### config.mk
export PLATFORM = sky130hd
export DESIGN_NAME = host_command_register_tx_control
export DESIGN_NICKNAME = d
export VERILOG_FILES = /design/src/pkg/host_cmd_pkg.sv /design/src/hdl/desc_addr_assemble.sv /design/src/hdl/host_command_register_tx_control.sv
export SDC_FILE = /design/constraint.sdc
export NUM_CORES = 1
export LEC_CHECK = 0
export BUFFER_PORTS_ARGS = -buffer_cell sky130_fd_sc_hd__buf_2
export CAP_MARGIN = 20
export CORE_AREA = 2 2 107 99
export DETAILED_ROUTE_END_ITERATION = 7
export DIE_AREA = 0 0 109 101
export PLACE_DENSITY = 0.75
export SLEW_MARGIN = 20
export SYNTH_ARGS = -nofsm -noshare
export SYNTH_HDL_FRONTEND = slang
export SYNTH_HIERARCHICAL = 1
export SYNTH_SLANG_ARGS = --single-unit
### constraint.sdc
create_clock -name i_clk -period 2.4 [get_ports i_clk]
set_input_delay 0.36 -clock i_clk [delete_from_list [all_inputs] [get_ports i_clk]]
set_output_delay 0.36 -clock i_clk [all_outputs]
set_load 0.01 [all_outputs]
### src/pkg/host_cmd_pkg.sv
package host_cmd_pkg;

  // ==========================================================
  // Command port image layout
  localparam int TX_LSB = 0;
  localparam int TX_W = 3;
  localparam int RX_LSB = 3;
  localparam int RX_W = 3;
  localparam int RUN_BIT = 6;
  localparam int SAT_BIT = 7;

  // ==========================================================
  // Power-up report values
  localparam logic [7:0] CMD_RESET_IMAGE = 8'hFF;
  localparam logic [7:0] SELFTEST_PASS = 8'h00;
  localparam logic [7:0] IMAGE_CLEAR = 8'h00;
  localparam logic [31:0] MAILBOX_RESET = 32'h0000_0000;
  localparam logic [2:0] MAILBOX_BYTES = 3'h4;

  // ==========================================================
  // Send command / acknowledge codes
  localparam logic [2:0] TX_NOP = 3'h0;
  localparam logic [2:0] TX_RSVD_LO = 3'h1;
  localparam logic [2:0] TX_SENT = 3'h2;
  localparam logic [2:0] TX_SUSPEND = 3'h3;
  localparam logic [2:0] TX_ABORT = 3'h4;
  localparam logic [2:0] TX_RESTART = 3'h5;
  localparam logic [2:0] TX_ERROR = 3'h6;
  localparam logic [2:0] TX_RSVD_HI = 3'h7;

  // ==========================================================
  // Descriptor layout (byte offsets) and send error codes
  localparam logic [3:0] BD_CTRL_OFS = 4'h0;
  localparam logic [3:0] BD_LINK_OFS = 4'h2;
  localparam logic [3:0] BD_COUNT_OFS = 4'h4;
  localparam logic [3:0] BD_ADDR_LO_OFS = 4'h6;
  localparam logic [3:0] BD_ADDR_HI_OFS = 4'h8;
  localparam logic [15:0] ADDR_WORD_RESET = 16'h0000;
  localparam logic [3:0] ERR_NONE = 4'h0;
  localparam logic [3:0] ERR_MAX_COLL = 4'h1;
  localparam logic [3:0] ERR_UNDERRUN = 4'h2;
  localparam logic [3:0] ERR_CARRIER = 4'h3;
  localparam logic [3:0] ERR_CTS = 4'h4;
  localparam logic [3:0] ERR_TIMEOUT = 4'h5;

  // ==========================================================
  // State types
  typedef enum logic [1:0] {BOOT_TEST, BOOT_ADDR, BOOT_RUN, BOOT_FAIL} boot_t;
  typedef enum logic [2:0] {
    TX_RUN, TX_SUSP_PEND, TX_SUSPENDED, TX_ABORT_RECLAIM, TX_ABORTED
  } tx_state_t;

endpackage

### src/hdl/desc_addr_assemble.sv
module desc_addr_assemble
  import host_cmd_pkg::*;
(
  input wire logic i_clk,
  input wire logic i_rst_n,
  input wire logic i_word_valid,
  input wire logic [3:0] i_word_offset,
  input wire logic [15:0] i_word,
  output logic [31:0] o_buf_addr
);

  // ==========================================================
  // Buffer address halves, low word at offset 6
  logic [15:0] addr_lo;
  logic [15:0] addr_hi;
  logic [15:0] next_addr_lo;
  logic [15:0] next_addr_hi;

  // Capture the matching descriptor word; other words pass by
  always_comb
  begin
    next_addr_lo = addr_lo;
    next_addr_hi = addr_hi;
    if (i_word_valid && (i_word_offset == BD_ADDR_LO_OFS))
    begin
      next_addr_lo = i_word;
    end
    if (i_word_valid && (i_word_offset == BD_ADDR_HI_OFS))
    begin
      next_addr_hi = i_word;
    end
  end

  // Register only
  always_ff @(posedge i_clk or negedge i_rst_n)
  begin
    if (!i_rst_n)
    begin
      addr_lo <= ADDR_WORD_RESET;
      addr_hi <= ADDR_WORD_RESET;
    end
    else
    begin
      addr_lo <= next_addr_lo;
      addr_hi <= next_addr_hi;
    end
  end

  assign o_buf_addr = {addr_hi, addr_lo};

endmodule

### src/hdl/host_command_register_tx_control.sv
module host_command_register_tx_control
  import host_cmd_pkg::*;
(
  input wire logic i_clk,
  input wire logic i_rst_n,
  input wire logic i_host_wr,
  input wire logic i_host_rd,
  input wire logic [7:0] i_host_wdata,
  output logic [7:0] o_host_rdata,
  output logic o_post_strobe,
  input wire logic i_selftest_done,
  input wire logic [7:0] i_selftest_code,
  input wire logic [31:0] i_mailbox_addr,
  output logic o_config_report_req,
  output logic [31:0] o_config_report_addr,
  input wire logic i_config_report_done,
  input wire logic i_indications_enabled,
  input wire logic i_counter_saturated,
  output logic o_exec_req,
  input wire logic i_exec_done,
  output logic o_rx_cmd_valid,
  output logic [2:0] o_rx_cmd,
  input wire logic i_rx_ack_valid,
  input wire logic [2:0] i_rx_ack_code,
  input wire logic i_tx_pkt_active,
  input wire logic i_tx_pkt_done,
  input wire logic [3:0] i_tx_pkt_err,
  input wire logic i_tx_reclaim_done,
  input wire logic i_list_end_moved,
  output logic o_tx_start_allow,
  output logic o_tx_halt,
  output logic o_tx_reclaim_req,
  output logic o_desc_status_wr,
  output logic o_desc_complete,
  output logic o_desc_ok,
  output logic [3:0] o_desc_err_code,
  input wire logic i_desc_word_valid,
  input wire logic [3:0] i_desc_word_offset,
  input wire logic [15:0] i_desc_word,
  output logic [31:0] o_tx_buf_addr
);

  // ==========================================================
  // State
  boot_t boot, next_boot;
  tx_state_t tx_state, next_tx_state;
  logic [7:0] cmd_port, next_cmd_port;
  logic [7:0] image, next_image;
  logic pending, next_pending;
  logic [2:0] byte_idx, next_byte_idx;
  logic [31:0] mailbox_addr, next_mailbox_addr;
  logic report_seen, next_report_seen;
  logic desc_wr, next_desc_wr;
  logic desc_ok, next_desc_ok;
  logic [3:0] desc_err, next_desc_err;
  logic exec_req, next_exec_req;
  logic rx_valid, next_rx_valid;
  logic [2:0] rx_cmd, next_rx_cmd;
  logic post_strobe, next_post_strobe;
  logic host_cmd;
  logic post_now;
  logic [2:0] wr_tx;
  logic tx_ack_set;
  logic [2:0] tx_ack_code;
  logic [7:0] addr_byte_sel;

  assign host_cmd = (boot == BOOT_RUN) && i_host_wr;
  assign wr_tx = i_host_wdata[TX_LSB +: TX_W];
  assign post_now = pending && i_indications_enabled && (boot == BOOT_RUN);
  assign addr_byte_sel = mailbox_addr[{byte_idx[1:0], 3'h0} +: 8];

  // ==========================================================
  // Send state machine; reserved and no-op codes match no branch and leave the state as it is
  always_comb
  begin
    next_tx_state = tx_state;
    tx_ack_set = 1'b0;
    tx_ack_code = TX_NOP;
    if (desc_wr)
    begin
      tx_ack_set = 1'b1;
      tx_ack_code = desc_ok ? TX_SENT : TX_ERROR;
    end
    case (tx_state)
      TX_RUN:
      begin
        if (host_cmd && (wr_tx == TX_SUSPEND))
        begin
          if (i_tx_pkt_active)
          begin
            next_tx_state = TX_SUSP_PEND;
          end
          else
          begin
            next_tx_state = TX_SUSPENDED;
            tx_ack_set = 1'b1;
            tx_ack_code = TX_SUSPEND;
          end
        end
        else if (host_cmd && (wr_tx == TX_ABORT))
        begin
          next_tx_state = TX_ABORT_RECLAIM;
        end
      end
      TX_SUSP_PEND:
      begin
        // Wait until the in-flight packet has also been acknowledged
        if (host_cmd && (wr_tx == TX_ABORT))
        begin
          next_tx_state = TX_ABORT_RECLAIM;
        end
        else if (!i_tx_pkt_active && !i_tx_pkt_done && !desc_wr)
        begin
          next_tx_state = TX_SUSPENDED;
          tx_ack_set = 1'b1;
          tx_ack_code = TX_SUSPEND;
        end
      end
      TX_SUSPENDED:
      begin
        if (host_cmd && (wr_tx == TX_RESTART))
        begin
          next_tx_state = TX_RUN;
        end
        else if (host_cmd && (wr_tx == TX_ABORT))
        begin
          next_tx_state = TX_ABORT_RECLAIM;
        end
      end
      TX_ABORT_RECLAIM:
      begin
        if (i_tx_reclaim_done)
        begin
          next_tx_state = TX_ABORTED;
          tx_ack_set = 1'b1;
          tx_ack_code = TX_ABORT;
        end
      end
      TX_ABORTED:
      begin
        // No way back except the host moving the list end flag
        if (i_list_end_moved)
        begin
          next_tx_state = TX_RUN;
        end
      end
      default:
      begin
        next_tx_state = TX_RUN;
      end
    endcase
  end

  // Transmit side controls follow the state directly
  assign o_tx_start_allow = (boot == BOOT_RUN) && (tx_state == TX_RUN);
  assign o_tx_halt = (tx_state == TX_ABORT_RECLAIM) || (tx_state == TX_ABORTED);
  assign o_tx_reclaim_req = (tx_state == TX_ABORT_RECLAIM);

  // ==========================================================
  // Descriptor status write, then command pulses toward the engines
  always_comb
  begin
    next_desc_wr = i_tx_pkt_done;
    next_desc_ok = desc_ok;
    next_desc_err = desc_err;
    if (i_tx_pkt_done)
    begin
      next_desc_ok = (i_tx_pkt_err == ERR_NONE);
      next_desc_err = i_tx_pkt_err;
    end
    next_exec_req = host_cmd && i_host_wdata[RUN_BIT];
    next_rx_valid = host_cmd;
    next_rx_cmd = host_cmd ? i_host_wdata[RX_LSB +: RX_W] : rx_cmd;
  end

  // ==========================================================
  // Internal image: a read clears it, but a same-cycle event wins
  always_comb
  begin
    next_image = image;
    next_pending = pending;
    if (i_host_rd)
    begin
      next_image = IMAGE_CLEAR;
      next_pending = 1'b0;
    end
    if (post_now)
    begin
      next_pending = 1'b0;
    end
    if (boot == BOOT_RUN)
    begin
      if (tx_ack_set)
      begin
        next_image[TX_LSB +: TX_W] = tx_ack_code;
        next_pending = 1'b1;
      end
      if (i_rx_ack_valid)
      begin
        next_image[RX_LSB +: RX_W] = i_rx_ack_code;
        next_pending = 1'b1;
      end
      if (i_exec_done)
      begin
        next_image[RUN_BIT] = 1'b1;
        next_pending = 1'b1;
      end
      if (i_counter_saturated)
      begin
        next_image[SAT_BIT] = 1'b1;
        next_pending = 1'b1;
      end
    end
  end

  // ==========================================================
  // Power-up report sequence and the visible port
  always_comb
  begin
    next_boot = boot;
    next_cmd_port = cmd_port;
    next_byte_idx = byte_idx;
    next_mailbox_addr = mailbox_addr;
    next_report_seen = report_seen;
    next_post_strobe = 1'b0;
    case (boot)
      BOOT_TEST:
      begin
        next_mailbox_addr = i_mailbox_addr;
        next_report_seen = report_seen || i_config_report_done;
        // Host reads do not gate the result
        if (i_selftest_done && (report_seen || i_config_report_done))
        begin
          next_cmd_port = i_selftest_code;
          next_post_strobe = 1'b1;
          next_byte_idx = 3'h0;
          next_boot = (i_selftest_code == SELFTEST_PASS) ? BOOT_ADDR : BOOT_FAIL;
        end
      end
      BOOT_ADDR:
      begin
        if (i_host_rd)
        begin
          if (byte_idx == MAILBOX_BYTES)
          begin
            next_boot = BOOT_RUN;
          end
          else
          begin
            next_cmd_port = addr_byte_sel;
            next_post_strobe = 1'b1;
            next_byte_idx = byte_idx + 3'h1;
          end
        end
      end
      BOOT_RUN:
      begin
        if (post_now)
        begin
          next_cmd_port = image;
          next_post_strobe = 1'b1;
        end
      end
      BOOT_FAIL:
      begin
        // Nonzero result stays visible; the adapter is dead
        next_boot = BOOT_FAIL;
      end
      default:
      begin
        next_boot = BOOT_FAIL;
      end
    endcase
  end

  assign o_config_report_req = (boot == BOOT_TEST) && !report_seen;

  // ==========================================================
  // Register all state
  always_ff @(posedge i_clk or negedge i_rst_n)
  begin
    if (!i_rst_n)
    begin
      boot <= BOOT_TEST;
      tx_state <= TX_RUN;
      cmd_port <= CMD_RESET_IMAGE;
      image <= IMAGE_CLEAR;
      pending <= 1'b0;
      byte_idx <= 3'h0;
      mailbox_addr <= MAILBOX_RESET;
      report_seen <= 1'b0;
      desc_wr <= 1'b0;
      desc_ok <= 1'b0;
      desc_err <= ERR_NONE;
      exec_req <= 1'b0;
      rx_valid <= 1'b0;
      rx_cmd <= 3'h0;
      post_strobe <= 1'b0;
    end
    else
    begin
      boot <= next_boot;
      tx_state <= next_tx_state;
      cmd_port <= next_cmd_port;
      image <= next_image;
      pending <= next_pending;
      byte_idx <= next_byte_idx;
      mailbox_addr <= next_mailbox_addr;
      report_seen <= next_report_seen;
      desc_wr <= next_desc_wr;
      desc_ok <= next_desc_ok;
      desc_err <= next_desc_err;
      exec_req <= next_exec_req;
      rx_valid <= next_rx_valid;
      rx_cmd <= next_rx_cmd;
      post_strobe <= next_post_strobe;
    end
  end

  assign o_host_rdata = cmd_port;
  assign o_post_strobe = post_strobe;
  assign o_config_report_addr = mailbox_addr;
  assign o_desc_status_wr = desc_wr;
  assign o_desc_complete = desc_wr;
  assign o_desc_ok = desc_wr && desc_ok;
  assign o_desc_err_code = desc_err;
  assign o_exec_req = exec_req;
  assign o_rx_cmd_valid = rx_valid;
  assign o_rx_cmd = rx_cmd;

  // ==========================================================
  // Buffer address pickup from descriptor words
  desc_addr_assemble u_addr
  (
    .i_clk(i_clk),
    .i_rst_n(i_rst_n),
    .i_word_valid(i_desc_word_valid),
    .i_word_offset(i_desc_word_offset),
    .i_word(i_desc_word),
    .o_buf_addr(o_tx_buf_addr)
  );

  // ==========================================================
  // Checks
  property p_reset_image;
    @(posedge i_clk) disable iff (!i_rst_n)
    (boot == BOOT_TEST) |-> (o_host_rdata == CMD_RESET_IMAGE);
  endproperty
  a_reset_image: assert property (p_reset_image) else $error("reset image lost");

  property p_pass_zero;
    @(posedge i_clk) disable iff (!i_rst_n)
    (boot == BOOT_TEST) && i_selftest_done && report_seen && (i_selftest_code == SELFTEST_PASS)
      |=> (o_host_rdata == SELFTEST_PASS) && (boot == BOOT_ADDR);
  endproperty
  a_pass_zero: assert property (p_pass_zero) else $error("pass code not shown");

  property p_no_wait;
    @(posedge i_clk) disable iff (!i_rst_n)
    (boot == BOOT_TEST) && i_selftest_done && report_seen && !i_host_rd
      |=> (o_host_rdata == $past(i_selftest_code));
  endproperty
  a_no_wait: assert property (p_no_wait) else $error("result waited for read");

  property p_addr_bytes;
    @(posedge i_clk) disable iff (!i_rst_n)
    (boot == BOOT_ADDR) && i_host_rd && (byte_idx != MAILBOX_BYTES)
      |=> (o_host_rdata == $past(addr_byte_sel));
  endproperty
  a_addr_bytes: assert property (p_addr_bytes) else $error("mailbox byte wrong");

  property p_withhold;
    @(posedge i_clk) disable iff (!i_rst_n)
    (boot == BOOT_RUN) && !i_indications_enabled |=> $stable(o_host_rdata);
  endproperty
  a_withhold: assert property (p_withhold) else $error("posted while disabled");

  property p_sat_bit;
    @(posedge i_clk) disable iff (!i_rst_n)
    (boot == BOOT_RUN) && i_counter_saturated |=> image[SAT_BIT];
  endproperty
  a_sat_bit: assert property (p_sat_bit) else $error("saturation bit lost");

  property p_sent_ack;
    @(posedge i_clk) disable iff (!i_rst_n)
    (boot == BOOT_RUN) && (tx_state == TX_RUN) && i_tx_pkt_done && !host_cmd
      ##1 !host_cmd |=> (image[TX_LSB +: TX_W] == $past(desc_ok ? TX_SENT : TX_ERROR));
  endproperty
  a_sent_ack: assert property (p_sent_ack) else $error("packet ack wrong");

  property p_abort_ack;
    @(posedge i_clk) disable iff (!i_rst_n)
    $rose(tx_state == TX_ABORTED) |-> $past(i_tx_reclaim_done) && o_tx_halt;
  endproperty
  a_abort_ack: assert property (p_abort_ack) else $error("abort ack early");

  property p_restart_ignored;
    @(posedge i_clk) disable iff (!i_rst_n)
    host_cmd && ((wr_tx == TX_RESTART) || (wr_tx == TX_NOP) || (wr_tx == TX_RSVD_LO)
      || (wr_tx == TX_RSVD_HI)) && (tx_state == TX_RUN) |=> (tx_state == TX_RUN);
  endproperty
  a_restart_ignored: assert property (p_restart_ignored) else $error("state moved");

  property p_success;
    @(posedge i_clk) disable iff (!i_rst_n)
    o_desc_ok |-> o_desc_status_wr && (o_desc_err_code == ERR_NONE);
  endproperty
  a_success: assert property (p_success) else $error("success with error");

  c_run: cover property (@(posedge i_clk) disable iff (!i_rst_n) $rose(boot == BOOT_RUN));
  c_susp: cover property (@(posedge i_clk) disable iff (!i_rst_n)
    (tx_state == TX_SUSP_PEND) ##[1:50] (tx_state == TX_SUSPENDED));
  c_abort: cover property (@(posedge i_clk) disable iff (!i_rst_n) $rose(tx_state == TX_ABORTED));
  c_err: cover property (@(posedge i_clk) disable iff (!i_rst_n) desc_wr && !desc_ok);

endmodule

Yosys cells after proc, flatten, opt, wreduce, memory -nomap -nowiden
Cells that the tools add are included.

$add $sub $neg: 1. Equality and inequality tests: 21. Shift operators: 1. Multiplexer cells: 56. Reduce and logical (&&, ||, !) cells: 32.

Operators with widths (count): $mux W3 (19); $mux W8 (6); $shiftx A32 B6 Y8 (1); $pmux W8 S3 (1); $mux W1 (19); $logic_and A1 B1 Y1 (15); $pmux W3 S5 (1); $ne A2 B2 Y1 const B (7); $eq A3 B3 Y1 const B (4); $mux W2 (5); $eq A3 B2 Y1 const B (3); $pmux W3 S3 (1); $logic_not A8 Y1 (1); $reduce_and A4 Y1 (2); $pmux W1 S3 (2); $pmux W2 S3 (1); $pmux W3 S2 (1); $reduce_bool A3 Y1 (2); $reduce_and A5 Y1 (1); $eq A2 B2 Y1 const B (2); $eq A4 B3 Y1 const B (1); $eq A4 B4 Y1 const B (1); $logic_not A1 Y1 (4); $logic_not A4 Y1 (1); other kinds (9) (10).

Flip-flop bits (word level): 102. Output and inout bits: 89. Logic and storage cells: 128.

Logic depth before layout (Yosys ltp)
Gate-level depths: netlist (run 1).

Word-level depth: 11. Depth in mapped cells: 9. Mapped depth without buffers: 7.

Cells and area by module
The synthesis (run 1) kept the hierarchy.

By module, submodules not included: host_command_register_tx_control (instances 1, cells each 312, area an instance 3510.9 um^2, seq. area each 1761.7 um^2); desc_addr_assemble (instances 1, cells each 71, area an instance 1227.4 um^2, seq. area each 800.8 um^2).

Least setup slack after synthesis (run 1)
OpenSTA, ideal clock, no wires.

Path kind: register to register. Start: register boot[0]. End: register image[2]. Setup time: 0.132 ns. Arrival time: 1.756 ns. Slack: 0.511 ns. Cell stages (with the launch flop): 9. Path buffers: 1. Period minus slack after synthesis: 1.889 ns. Cell sequence: dfrtp_1 > inv_1 > ha_1 > buf_4 > nand2_2 > or4_4 > o21a_1 > a211oi_2 > mux2i_1.

Word-level cells in the longest chain between the ends: 7. Elaborated cells on any way between the ends: 12. Classes of those cells: eq/ne: 1; mux: 8; reduce/logical: 3.

Ends and longest elaborated chain: start, declared (line host_command_register_tx_control.sv:45) `boot_t boot, next_boot;`; start signal, assigned (line host_command_register_tx_control.sv:302) `boot <= next_boot;`; $eq A2 B2 Y1 (*) (line host_command_register_tx_control.sv:67, host_command_register_tx_control.sv:191); $logic_and A1 B1 Y1 (line host_command_register_tx_control.sv:67) `assign host_cmd = (boot == BOOT_RUN) && i_host_wr;`; $logic_and A1 B1 Y1 (on tied branches) (line host_command_register_tx_control.sv:108, host_command_register_tx_control.sv:87); $mux W3 (tied with other cells) (line host_command_register_tx_control.sv:108) `if (host_cmd && (wr_tx == TX_ABORT))`; $pmux W3 S3 or $pmux W1 S3 (tied branches) (line host_command_register_tx_control.sv:84) `case (tx_state)`; $mux W3 (line host_command_register_tx_control.sv:193) `if (tx_ack_set)`; $mux W8 (*) (line host_command_register_tx_control.sv:191) `if (boot == BOOT_RUN)`; via next_image[2] (line host_command_register_tx_control.sv:48) `logic [7:0] image, next_image;`; end signal, assigned (line host_command_register_tx_control.sv:305) `image <= next_image;`; end, declared (line host_command_register_tx_control.sv:48).

The timed path passes the listed nets; every way through them passes the cells marked *. A chain may end at the register's enable or synchronous reset.

Worst setup path after layout (run 1)
Start: register boot[0]. End: output o_tx_start_allow.

Word-level cells in the longest chain between the ends: 2.

Ends and longest elaborated chain: $eq A2 B2 Y1 (line host_command_register_tx_control.sv:155) `assign o_tx_start_allow = (boot == BOOT_RUN) && (tx_state == TX_RUN);`; $logic_and A1 B1 Y1 (line host_command_register_tx_control.sv:155); end, declared (line host_command_register_tx_control.sv:30) `output logic o_tx_start_allow,`.

No other way between the ends.

==> run metrics, run 1 <==
status complete, no violations; DR vias roughly 3700; H-tree depth 3; Congestion Overflow GR 0; Sink Count ~100; Rows 35; top cell type by total area after synthesis dfrtp_1; Worst EP arrival between 1.5 and 2 ns; Final #Nets approximately 660; unrepaired setup endpoints after global routing false; Worst Max-Slew Pin Slew around 0.50 ns; layout cells sized above 1 0.526; reg2reg path depth 6; clock latency on the worst-skew pair approximately 0.36 ns; initial antenna violation count 0; Syn Area/Cell around 12 µm²; cell count after synthesis ~380; Simple-Gate Fraction of Synth Area 0.115; WP data required about 2.0 ns; top post-synthesis cells by count dfrtp_1, mux2_2, nand2_1; drt pass-1 iters 4; largest net degree at the start of global routing 49; P_sw roughly 0.0012 W; hold depth 2; ANT cells 0; Critical Path End Type output port; CTS tree built; XOR/XNOR Fraction of Synth Area 0; Filler cells between 800 and 900; crit path time final 2.24 ns; CTS Buffer Depth 2; largest family of logic cells by synthesized area multiplexers; Clock power frac 0.284; port bufs 177; Total GRT Usage 0.209; Reg clk slew, reported paths 0.10 ns; Ports ~180; Area Overhead vs Synth 25.8%; Synth top area share 0.496; top-count cell post-synth dfrtp_1; clock skew around 0.011 ns; internal power approximately 0.0029 W; Syn Nets 481; Residual DRC 0; ys async rst share 1.00; CTS Root Cell clkbuf_8; drt initial violations 163; Post-synth EDFFs 0; Final WS setup 0.156 ns; maxcap violations 0; sequential share of the synthesized area 0.541; Final Hold Fails 0; FF+latch area approximately 2600 µm²; top cells by area, synth dfrtp_1, mux2_2, dfstp_2; post-synthesis mux area share 0.215; power share of the combinational group 0.203; Sw Share 0.289; post-synthesis compound-gate area fraction 0.0766; Slew Limit Fails 0; Synth Register Bits roughly 100; Initial Utilization 0.477; cell area after synthesis between 4000 and 5000 µm²; GPL Wtd Cong 0.861; highest clock rate 446 MHz; Post-Place Setup Slack approximately 0.31 ns; Die Y between 100 and 150 µm; post-DR vias/cell around 5.3; HPWL after DPL about 8600 µm; Rel. slew slack 0.667; P_leak about 3.1 nW; Synth Warn # 6; P per Cell Area a little under 700 nW/µm²; routed length per instance between 15 and 20 µm; die area 11000 µm²; CP Max Fanout 25; crit start category register; Seq pwr share 0.514; WS Path Type register to output port; setup_tns 0 ns; Most used DFF post-synth dfrtp_1; core footprint between 9000 and 10000 µm²; Post-Route WL ~11000 µm; R2R Setup Slk roughly 0.32 ns; post-synth cell types 49; cts bufs inserted 9; final setup vio count 0; multi-input logic area slightly above 2000 µm²; Worst VDD drop ~0.47 mV; Post-Synth Adder-Cell Area 0.0211; Final Cycle Share 0.935; Routed Antenna Nets 0; hold crit path type input pin to register; number of global-route vias before repair roughly 3800; Die W about 110 µm; first-pass GRT wire length approximately 18000 µm
[power by group through the flow]
stage / sequential, W / combinational (W) / clock (W)
after floorplan: 0.00213 / 0.000411 / 0
after global placement: 0.00209 / 0.000800 / 0
after detailed placement: 0.00211 / 0.000825 / 0
after CTS: 0.00207 / 0.000828 / 0.00117
after global routing: 0.00210 / 0.000908 / 0.00125
final: 0.00207 / 0.000817 / 0.00114
[registers in the layout, summed over array words and instances (netlist names), 2 cells and up]
signal and flops:
u_addr/addr_lo 16, o_desc_err_code 4, o_host_rdata 8, tx_state 3, u_addr/addr_hi 16, boot 2, image 8, o_config_report_addr 32
o_rx_cmd 3, byte_idx 3
[logic make-up (layout without fill, tap and decap cells)]
logic type | count (synthesis) | after routing
flip-flops | 102 | 102
AND/OR/NAND/NOR | 103 | 103
adder cells (fa/ha/maj) | 8 | 8
buffers and inverters | 29 | 209
multiplexers | 83 | 83
AO/OA/AOI/OAI | 58 | 58
[worst paths after layout]
check / from / endpoint
worst max register to register: boot[1]$_DFFE_PN0P_ / o_host_rdata[4]$_DFFE_PN1P_
worst min register to register: o_host_rdata[0]$_DFFE_PN1P_ / o_host_rdata[0]$_DFFE_PN1P_
min in group asynchronous: i_rst_n / o_config_report_addr[30]$_DFFE_PN0P_
worst max-delay path: boot[0]$_DFFE_PN0P_ / o_tx_start_allow
worst min-delay path: i_host_wdata[5] / o_rx_cmd[2]$_DFFE_PN0P_
max in group asynchronous: i_rst_n / o_host_rdata[2]$_DFFE_PN1P_
[critical path, stage by stage (launching register included)]
cell and delay, ns:
dfrtp_1 0.45, inv_1 0.12, ha_1 0.20, buf_4 0.26, nor4b_1 0.29, buf_2 0.19
[per-stage QoR]
step / utilization / instance area [µm²] / total power (W) / hold slack [ns] / std cells
2_1_floorplan: - / 4740 / 0.00254 / 0.0644 / 383
3_3_place_gp: 0.577 / 5740 / 0.00289 / 0.276 / 675
3_5_place_dp: 0.577 / 5740 / 0.00293 / 0.278 / 675
4_1_cts: 0.600 / 5960 / 0.00407 / 0.206 / 692
5_1_grt: 0.600 / 5960 / 0.00426 / 0.202 / 692
6_report: 0.600 / 5960 / 0.00403 / 0.223 / 692
[per-layer routing]
layer  part of all wire  track usage  vias to the layer above
met3              0.078       0.0743                       12
met2               0.50        0.344                      131
met4              0.011       0.0503                        0
met1               0.41        0.265                     1797
met5                  0            0                        -
li1                   -            -                     1722
[area by class of cell]
type,instances,share of cell area
clock buffers,10,0.0231
clock inverters,6,0.0124
inverters,7,0.00441
multi-input cells,252,0.340
flip-flops and latches,102,0.430
well taps,129,0.0271
repair buffers,186,0.163
[timing repair]
action | 4_1_cts | 5_1_grt
hold buffers | 1 | 0
resized for setup | 0 | 0
endpoints found under the hold margin | 21 | 0
buffers inserted | 0 | 0
[layout by cell type (no fill, tap or decap), types with 7 or more instances in the layout]
cell type,instances
nand2b_1,7
mux4_2,8
o21ai_0,27
nand2_1,39
buf_2,176
buf_4,8
inv_1,7
dfrtp_1,94
mux2_2,72
nand3_1,17
nand3b_1,7
ha_1,8
nor2_1,10
clkbuf_8,10
dfstp_2,8
Note: power is estimated with default switching activity, not from simulation.
==> inputs of run 2 (changes only) <==
--- a/config.mk
+++ b/config.mk
@@ -7,10 +7,10 @@
 export LEC_CHECK = 0
 export BUFFER_PORTS_ARGS = -buffer_cell sky130_fd_sc_hd__buf_2
 export CAP_MARGIN = 20
-export CORE_AREA = 2 2 107 99
+export CORE_AREA = 2 2 103 95
 export DETAILED_ROUTE_END_ITERATION = 7
-export DIE_AREA = 0 0 109 101
-export PLACE_DENSITY = 0.75
+export DIE_AREA = 0 0 105 97
+export PLACE_DENSITY = 0.81
 export SLEW_MARGIN = 20
 export SYNTH_ARGS = -nofsm -noshare
 export SYNTH_HDL_FRONTEND = slang
==> constraint.sdc (replaced) <==
create_clock -name i_clk -period 2.8 [get_ports i_clk]
set_input_delay 0.42 -clock i_clk [delete_from_list [all_inputs] [get_ports i_clk]]
set_output_delay 0.42 -clock i_clk [all_outputs]
set_load 0.01 [all_outputs]
==> run metrics, run 2 (same netlist as run 1, synthesis figures left out) <==
die area 10200 µm² (-7.5%); Worst Max-Slew Pin Slew 0.799 ns (+0.301 ns); CTS tree built; instance count on the critical path 5 (unchanged); unrepaired setup endpoints after global routing false; reg2reg path depth 7 (+1); Filler cells 734 (-14%); Resize count post-CTS 0 (unchanged); Buf/Inv on CP 3 (unchanged); Final Hold Fails 0 (unchanged); Post-Route WL 11500 µm (+3.2%); HPWL after DPL 8660 µm (+1.1%); commonest cells after routing, fill and taps aside buf_2, dfrtp_1, mux2_2; status complete, no violations; WP data required 2.38 ns (+0.34 ns); final setup vio count 0 (unchanged); P_sw 0.00104 W (-11%); Finished Layout Cells 679 (-1.9%); multi-input logic area 2030 µm² (unchanged); hold buffers post-CTS 0 (-1); dpl cells 663 (-1.8%); Ports 179 (unchanged); worst r2r dst o_host_rdata[3]$_DFFE_PN1P_; Routed Antenna Nets 0 (unchanged); setup_tns 0 ns (unchanged); CTS Buffer Depth 2 (unchanged); CP Max Fanout 37 (+48%); cts bufs inserted 9 (unchanged); Rows 33 (-5.7%); Rel. slew slack 0.467 (-0.200); Post-Place Setup Slack 0.540 ns (+0.232 ns); worst r2r src boot[1]$_DFFE_PN0P_; port bufs 177 (unchanged); Total GRT Usage 0.229 (+0.0197); R2R Setup Slk 0.51 ns (+0.19 ns); Sink Count 102 (unchanged); CTS Root Cell clkbuf_8; first-pass GRT wire length 18700 µm (+4.4%); Congestion Overflow GR 0 (unchanged); Die W 105 µm (-3.7%); Worst VDD drop 0.436 mV (-7.2%); Critical Path End Type output port; DR vias 3694 (+0.87%); drt pass-1 iters 4 (unchanged); highest-delay cell along the critical path dfrtp_1; crit start category register; initial antenna violation count 1 (+1); P per Cell Area 575 nW/µm² (-15%); Reg clk slew, reported paths 0.11 ns (about the same); Area Overhead vs Synth 24.1%; Final #Nets 650 (-0.91%); GPL Wtd Cong 0.861 (unchanged); number of global-route vias before repair 3795 (+1.1%); post-DR vias/cell 5.44 (+2.8%); largest net degree at the start of global routing 57 (+16%); P_leak 3.03 nW (-1.3%); Top delay family on crit path buffers and inverters; Initial Utilization 0.526 (+0.0498); hold crit path type input pin to async pin; Sw Share 0.307 (+0.0173); WS Path Type register to output port; Largest register FFs 32 (unchanged); core footprint 9000 µm² (-9.5%); Final Cycle Share 0.850; Slew Limit Fails 0 (unchanged); internal power 0.00235 W (-18%); drt initial violations 151 (-7.4%); CP peak stage delay 0.43 ns (-0.02 ns); commonest non-fill, non-tap cell in the layout buf_2; clock latency on the worst-skew pair 0.37 ns (about the same); highest clock rate between 400 and 500 MHz; clock skew 0.0167 ns (+0.00597 ns); FF+latch area 2560 µm² (unchanged); power share of the combinational group 0.208 (+0.005); H-tree depth 3 (unchanged); Seq pwr share 0.526 (+0.012); Final WS setup 0.420 ns (+0.263 ns); Post-CTS Setup Bufs 0 (unchanged); ANT cells 0 (unchanged); Final Util 0.653 (+0.0538); Residual DRC 0 (unchanged); maxcap violations 0 (unchanged); routed length per instance 16.9 µm (+5.2%); Clock power frac 0.266 (-0.018); crit path time final 2.38 ns; layout cells sized above 1 0.522 (-0.00331); CP Cell Sequence inv_1, ha_1, buf_4, nor2b_1, buf_2; Worst EP arrival 1.96 ns (+0.08 ns); Die Y 97 µm (-4.0%)
run 2: changes by cell type in the layout (fill, tap and decap cells not counted), sizes merged:
cell,change
buf,-5
bufinv,-1
clkbuf,-1
clkinv,+2
dlygate4sd3,-1
run 2: how the worst max path moves through the flow:
| stage | startpoint | end | slack, ns |
|---|---|---|---|
| floorplan | boot[0]$_DFFE_PN0P_ | o_tx_start_allow | 0.89 |
| global placement | boot[1]$_DFFE_PN0P_ | o_host_rdata[3]$_DFFE_PN1P_ | 0.72 |
| detailed placement | boot[1]$_DFFE_PN0P_ | o_host_rdata[3]$_DFFE_PN1P_ | 0.54 |
| CTS | boot[1]$_DFFE_PN0P_ | o_config_report_req | 0.42 |
| global route | boot[1]$_DFFE_PN0P_ | o_host_rdata[0]$_DFFE_PN1P_ | 0.25 |
| finish | boot[1]$_DFFE_PN0P_ | o_config_report_req | 0.42 |
run 2: metal layers:
metal / track usage / part of all wire
met1: 0.292 / 0.42
met2: 0.386 / 0.50
met3: 0.0660 / 0.067
met4: 0.0564 / 0.014
met5: 0 / 0
run 2: final cells by class:
class / count / area share
Inverter: 7 / 0.00447
Timing Repair Buffer: 180 / 0.157
Tap cell: 122 / 0.0260
Multi-Input combinational cell: 252 / 0.345
Sequential cell: 102 / 0.436
Clock inverter: 7 / 0.0111
Clock buffer: 9 / 0.0211
run 2: power groups by stage:
stage,Combinational (W),Sequential (W),Clock (W)
2_1_floorplan,0.000352,0.00183,0
3_3_place_gp,0.000684,0.00179,0
3_5_place_dp,0.000704,0.00181,0
4_1_cts,0.000707,0.00178,0.000920
5_1_grt,0.000777,0.00181,0.000990
6_report,0.000704,0.00178,0.000900
run 2: through the flow:
| stage | power, W | instance area (µm²) | hold slack [ns] |
|---|---|---|---|
| CTS | 0.00341 | 5880 | 0.0636 |
| floorplan | 0.00218 | 4740 | 0.124 |
| global placement | 0.00248 | 5690 | 0.453 |
| global route | 0.00357 | 5880 | 0.0808 |
| finish | 0.00338 | 5880 | 0.0448 |
| detailed placement | 0.00251 | 5690 | 0.467 |
==> inputs of run 3 (changes only) <==
--- a/config.mk
+++ b/config.mk
@@ -7,10 +7,11 @@
 export LEC_CHECK = 0
 export BUFFER_PORTS_ARGS = -buffer_cell sky130_fd_sc_hd__buf_2
 export CAP_MARGIN = 20
-export CORE_AREA = 2 2 103 95
+export CORE_AREA = 2 2 112 103
 export DETAILED_ROUTE_END_ITERATION = 7
-export DIE_AREA = 0 0 105 97
-export PLACE_DENSITY = 0.81
+export DIE_AREA = 0 0 114 105
+export PLACE_DENSITY = 0.73
+export SETUP_SLACK_MARGIN = 0.4
 export SLEW_MARGIN = 20
 export SYNTH_ARGS = -nofsm -noshare
 export SYNTH_HDL_FRONTEND = slang
==> constraint.sdc (replaced) <==
create_clock -name i_clk -period 2.05 [get_ports i_clk]
set_input_delay 0.3075 -clock i_clk [delete_from_list [all_inputs] [get_ports i_clk]]
set_output_delay 0.3075 -clock i_clk [all_outputs]
set_load 0.01 [all_outputs]
==> run metrics, run 3 (same netlist as run 1, synthesis figures left out) <==
Top delay family on crit path simple AND/OR/NAND/NOR gates; die area 12000 µm² (+18%); H-tree depth 3 (unchanged); Worst EP arrival 2.04 ns (+0.08 ns); routed length per instance 17.2 µm (+1.5%); crit path time final between 1.5 and 2 ns; Initial Utilization 0.442 (-0.0844); status complete, no violations; layout cells sized above 1 0.587 (+0.0648); Ports 179 (unchanged); CTS Buffer Depth 2 (unchanged); HPWL after DPL 8860 µm (+2.4%); P_sw 0.00146 W (+41%); Critical Path End Type register; Reg clk slew, reported paths 0.07 ns (-0.04 ns); largest net degree at the start of global routing 48 (-16%); worst r2r dst image[2]$_DFF_PN0_; Final Hold Fails 0 (unchanged); commonest non-fill, non-tap cell in the layout buf_2; hold_ws 0.186 ns (+0.141 ns); initial antenna violation count 3 (+2); Total GRT Usage 0.204 (-0.0247); commonest cells after routing, fill and taps aside buf_2, dfrtp_1, mux2_2; post-DR vias/cell 5.34 (-1.9%); DR vias 3896 (+5.5%); Post-Place Setup Slack 0.122 ns (-0.418 ns); P per Cell Area 802 nW/µm² (+39%); Worst Max-Slew Pin Slew 0.429 ns (-0.370 ns); Residual DRC 0 (unchanged); Worst VDD drop 0.823 mV (+89%); Largest register FFs 32 (unchanged); hold depth 2; Seq pwr share 0.456 (-0.070); Area Overhead vs Synth 37.7%; Final WS setup 0.234 ns (-0.186 ns); Slew Limit Fails 0 (unchanged); port bufs 177 (unchanged); maxcap violations 0 (unchanged); highest clock rate ~550 MHz; cts bufs inserted 9 (unchanged); Final Cycle Share 0.886; GR Util met3 0.0742 (+0.00821); Critical Path Start boot[0]$_DFFE_PN0P_; core footprint 10700 µm² (+19%); crit start category register; GPL Wtd Cong 0.817 (-5.1%); Clock power frac 0.327 (+0.061); P_leak 3.31 nW (+9.4%); Congestion Overflow GR 0 (unchanged); Die W 114 µm (+8.6%); drt initial violations 152 (+0.66%); CTS Root Cell clkbuf_16; reg2reg path depth 7 (unchanged); met1 global-route usage 0.260 (-0.0320); clock latency on the worst-skew pair 0.35 ns (-0.02 ns); Die Y 105 µm (+8.2%); highest-delay cell along the critical path or4_4; WS Path Type register to register; CP Cell Sequence inv_2, ha_4, nand2_4, or4_4, o21a_1, a211oi_2, mux2i_1; setup_tns 0 ns (unchanged); power share of the combinational group 0.217 (+0.009); CP endpoint image[2]$_DFF_PN0_; CP Max Fanout 4 (-89%); drt pass-1 iters 4 (unchanged); Post-Route WL 12500 µm (+9.1%); Rel. slew slack 0.712 (+0.245); R2R Setup Slk 0.23 ns (-0.28 ns); instance count on the critical path 7 (+2); internal power 0.00377 W (+61%); WP data required 2.28 ns (-0.10 ns); Sink Count 102 (unchanged); GRT busiest layer met2; CP peak stage delay 0.55 ns (+0.12 ns); Final #Nets 689 (+6.0%); final setup vio count 0 (unchanged); Rows 36 (+9.1%); Sw Share 0.279 (-0.0272); Buf/Inv on CP 1 (-2); first-pass GRT wire length 18900 µm (+1.5%); met2 Use GR 0.330 (-0.0553); Routed Antenna Nets 0 (unchanged); clock skew 0.00767 ns (-0.00900 ns); worst r2r src boot[0]$_DFFE_PN0P_; CTS tree built; number of global-route vias before repair 3804 (+0.24%); hold crit path type input pin to register; unrepaired setup endpoints after global routing true
==> run 3: cell count changes in the layout (fill, tap and decap cells not counted), sizes merged <==
cell,previous run,this run
clkinv,3,5
diode,0,1
bufbuf,0,1
buf,180,216
inv,11,8
nand3,17,18
bufinv,0,1
dlygate4sd3,0,1
==> run 3: layout make-up <==
type	count	area [µm²]
antenna	1	2.50
clock buffer	9	225
clock inverter	7	73.8
fill	856	4190
inverter	7	28.8
multi-input combinational	253	2190
sequential	102	2570
tap	133	166
timing repair buffer	218	1270
==> run 3: routing by layer <==
| metal | vias up | part of all wire |
|---|---|---|
| met3 | 18 | 0.070 |
| met5 | - | 0.0015 |
| met1 | 1934 | 0.42 |
| li1 | 1804 | - |
| met2 | 136 | 0.50 |
| met4 | 4 | 0.012 |
==> run 3: metrics by stage <==
stage / total power (W) / area [µm²] / std cells / util
2_1_floorplan: 0.00299 / 4780 / 383 / -
3_3_place_gp: 0.00344 / 5840 / 686 / 0.545
3_5_place_dp: 0.00348 / 5840 / 686 / 0.545
4_1_cts: 0.00528 / 6300 / 714 / 0.588
5_1_grt: 0.00551 / 6520 / 729 / 0.609
6_report: 0.00524 / 6530 / 730 / 0.609
==> run 3: worst min-delay path by stage <==
stage                                           end          startpoint  slack (ns)
5_1_grt         o_config_report_addr[0]$_DFFE_PN0P_   i_mailbox_addr[0]        0.17
3_5_place_dp   o_config_report_addr[30]$_DFFE_PN0P_             i_rst_n        0.26
3_3_place_gp   o_config_report_addr[30]$_DFFE_PN0P_             i_rst_n        0.25
4_1_cts        o_config_report_addr[29]$_DFFE_PN0P_  i_mailbox_addr[29]        0.17
2_1_floorplan                   boot[0]$_DFFE_PN0P_             i_rst_n        0.01
6_report        o_config_report_addr[6]$_DFFE_PN0P_   i_mailbox_addr[6]        0.19
==> run 3: power by group through the flow <==
stage	clock network (W)	logic, W	registers [W]
final	0.00171	0.00114	0.00239
after CTS	0.00178	0.00111	0.00239
after global placement	0	0.00103	0.00240
after global routing	0.00186	0.00124	0.00242
after detailed placement	0	0.00107	0.00242
after floorplan	0	0.000493	0.00250
==> run 3: timing repair <==
action                                  CTS  global route
endpoints found under the setup margin   21            22
hold buffers                              1             0
buffers inserted                         10            14
hold endpoints to repair                 26             0
gates cloned                              1             1
gates resized for setup                  11            31
pin swaps                                 7             2
==> run 3: worst register-to-register path, stage by stage, from the launching register on <==
cell	delay (ns)
dfrtp_1	0.39
inv_2	0.08
ha_4	0.17
nand2_4	0.05
or4_4	0.55
o21a_1	0.21
a211oi_2	0.15
mux2i_1	0.10
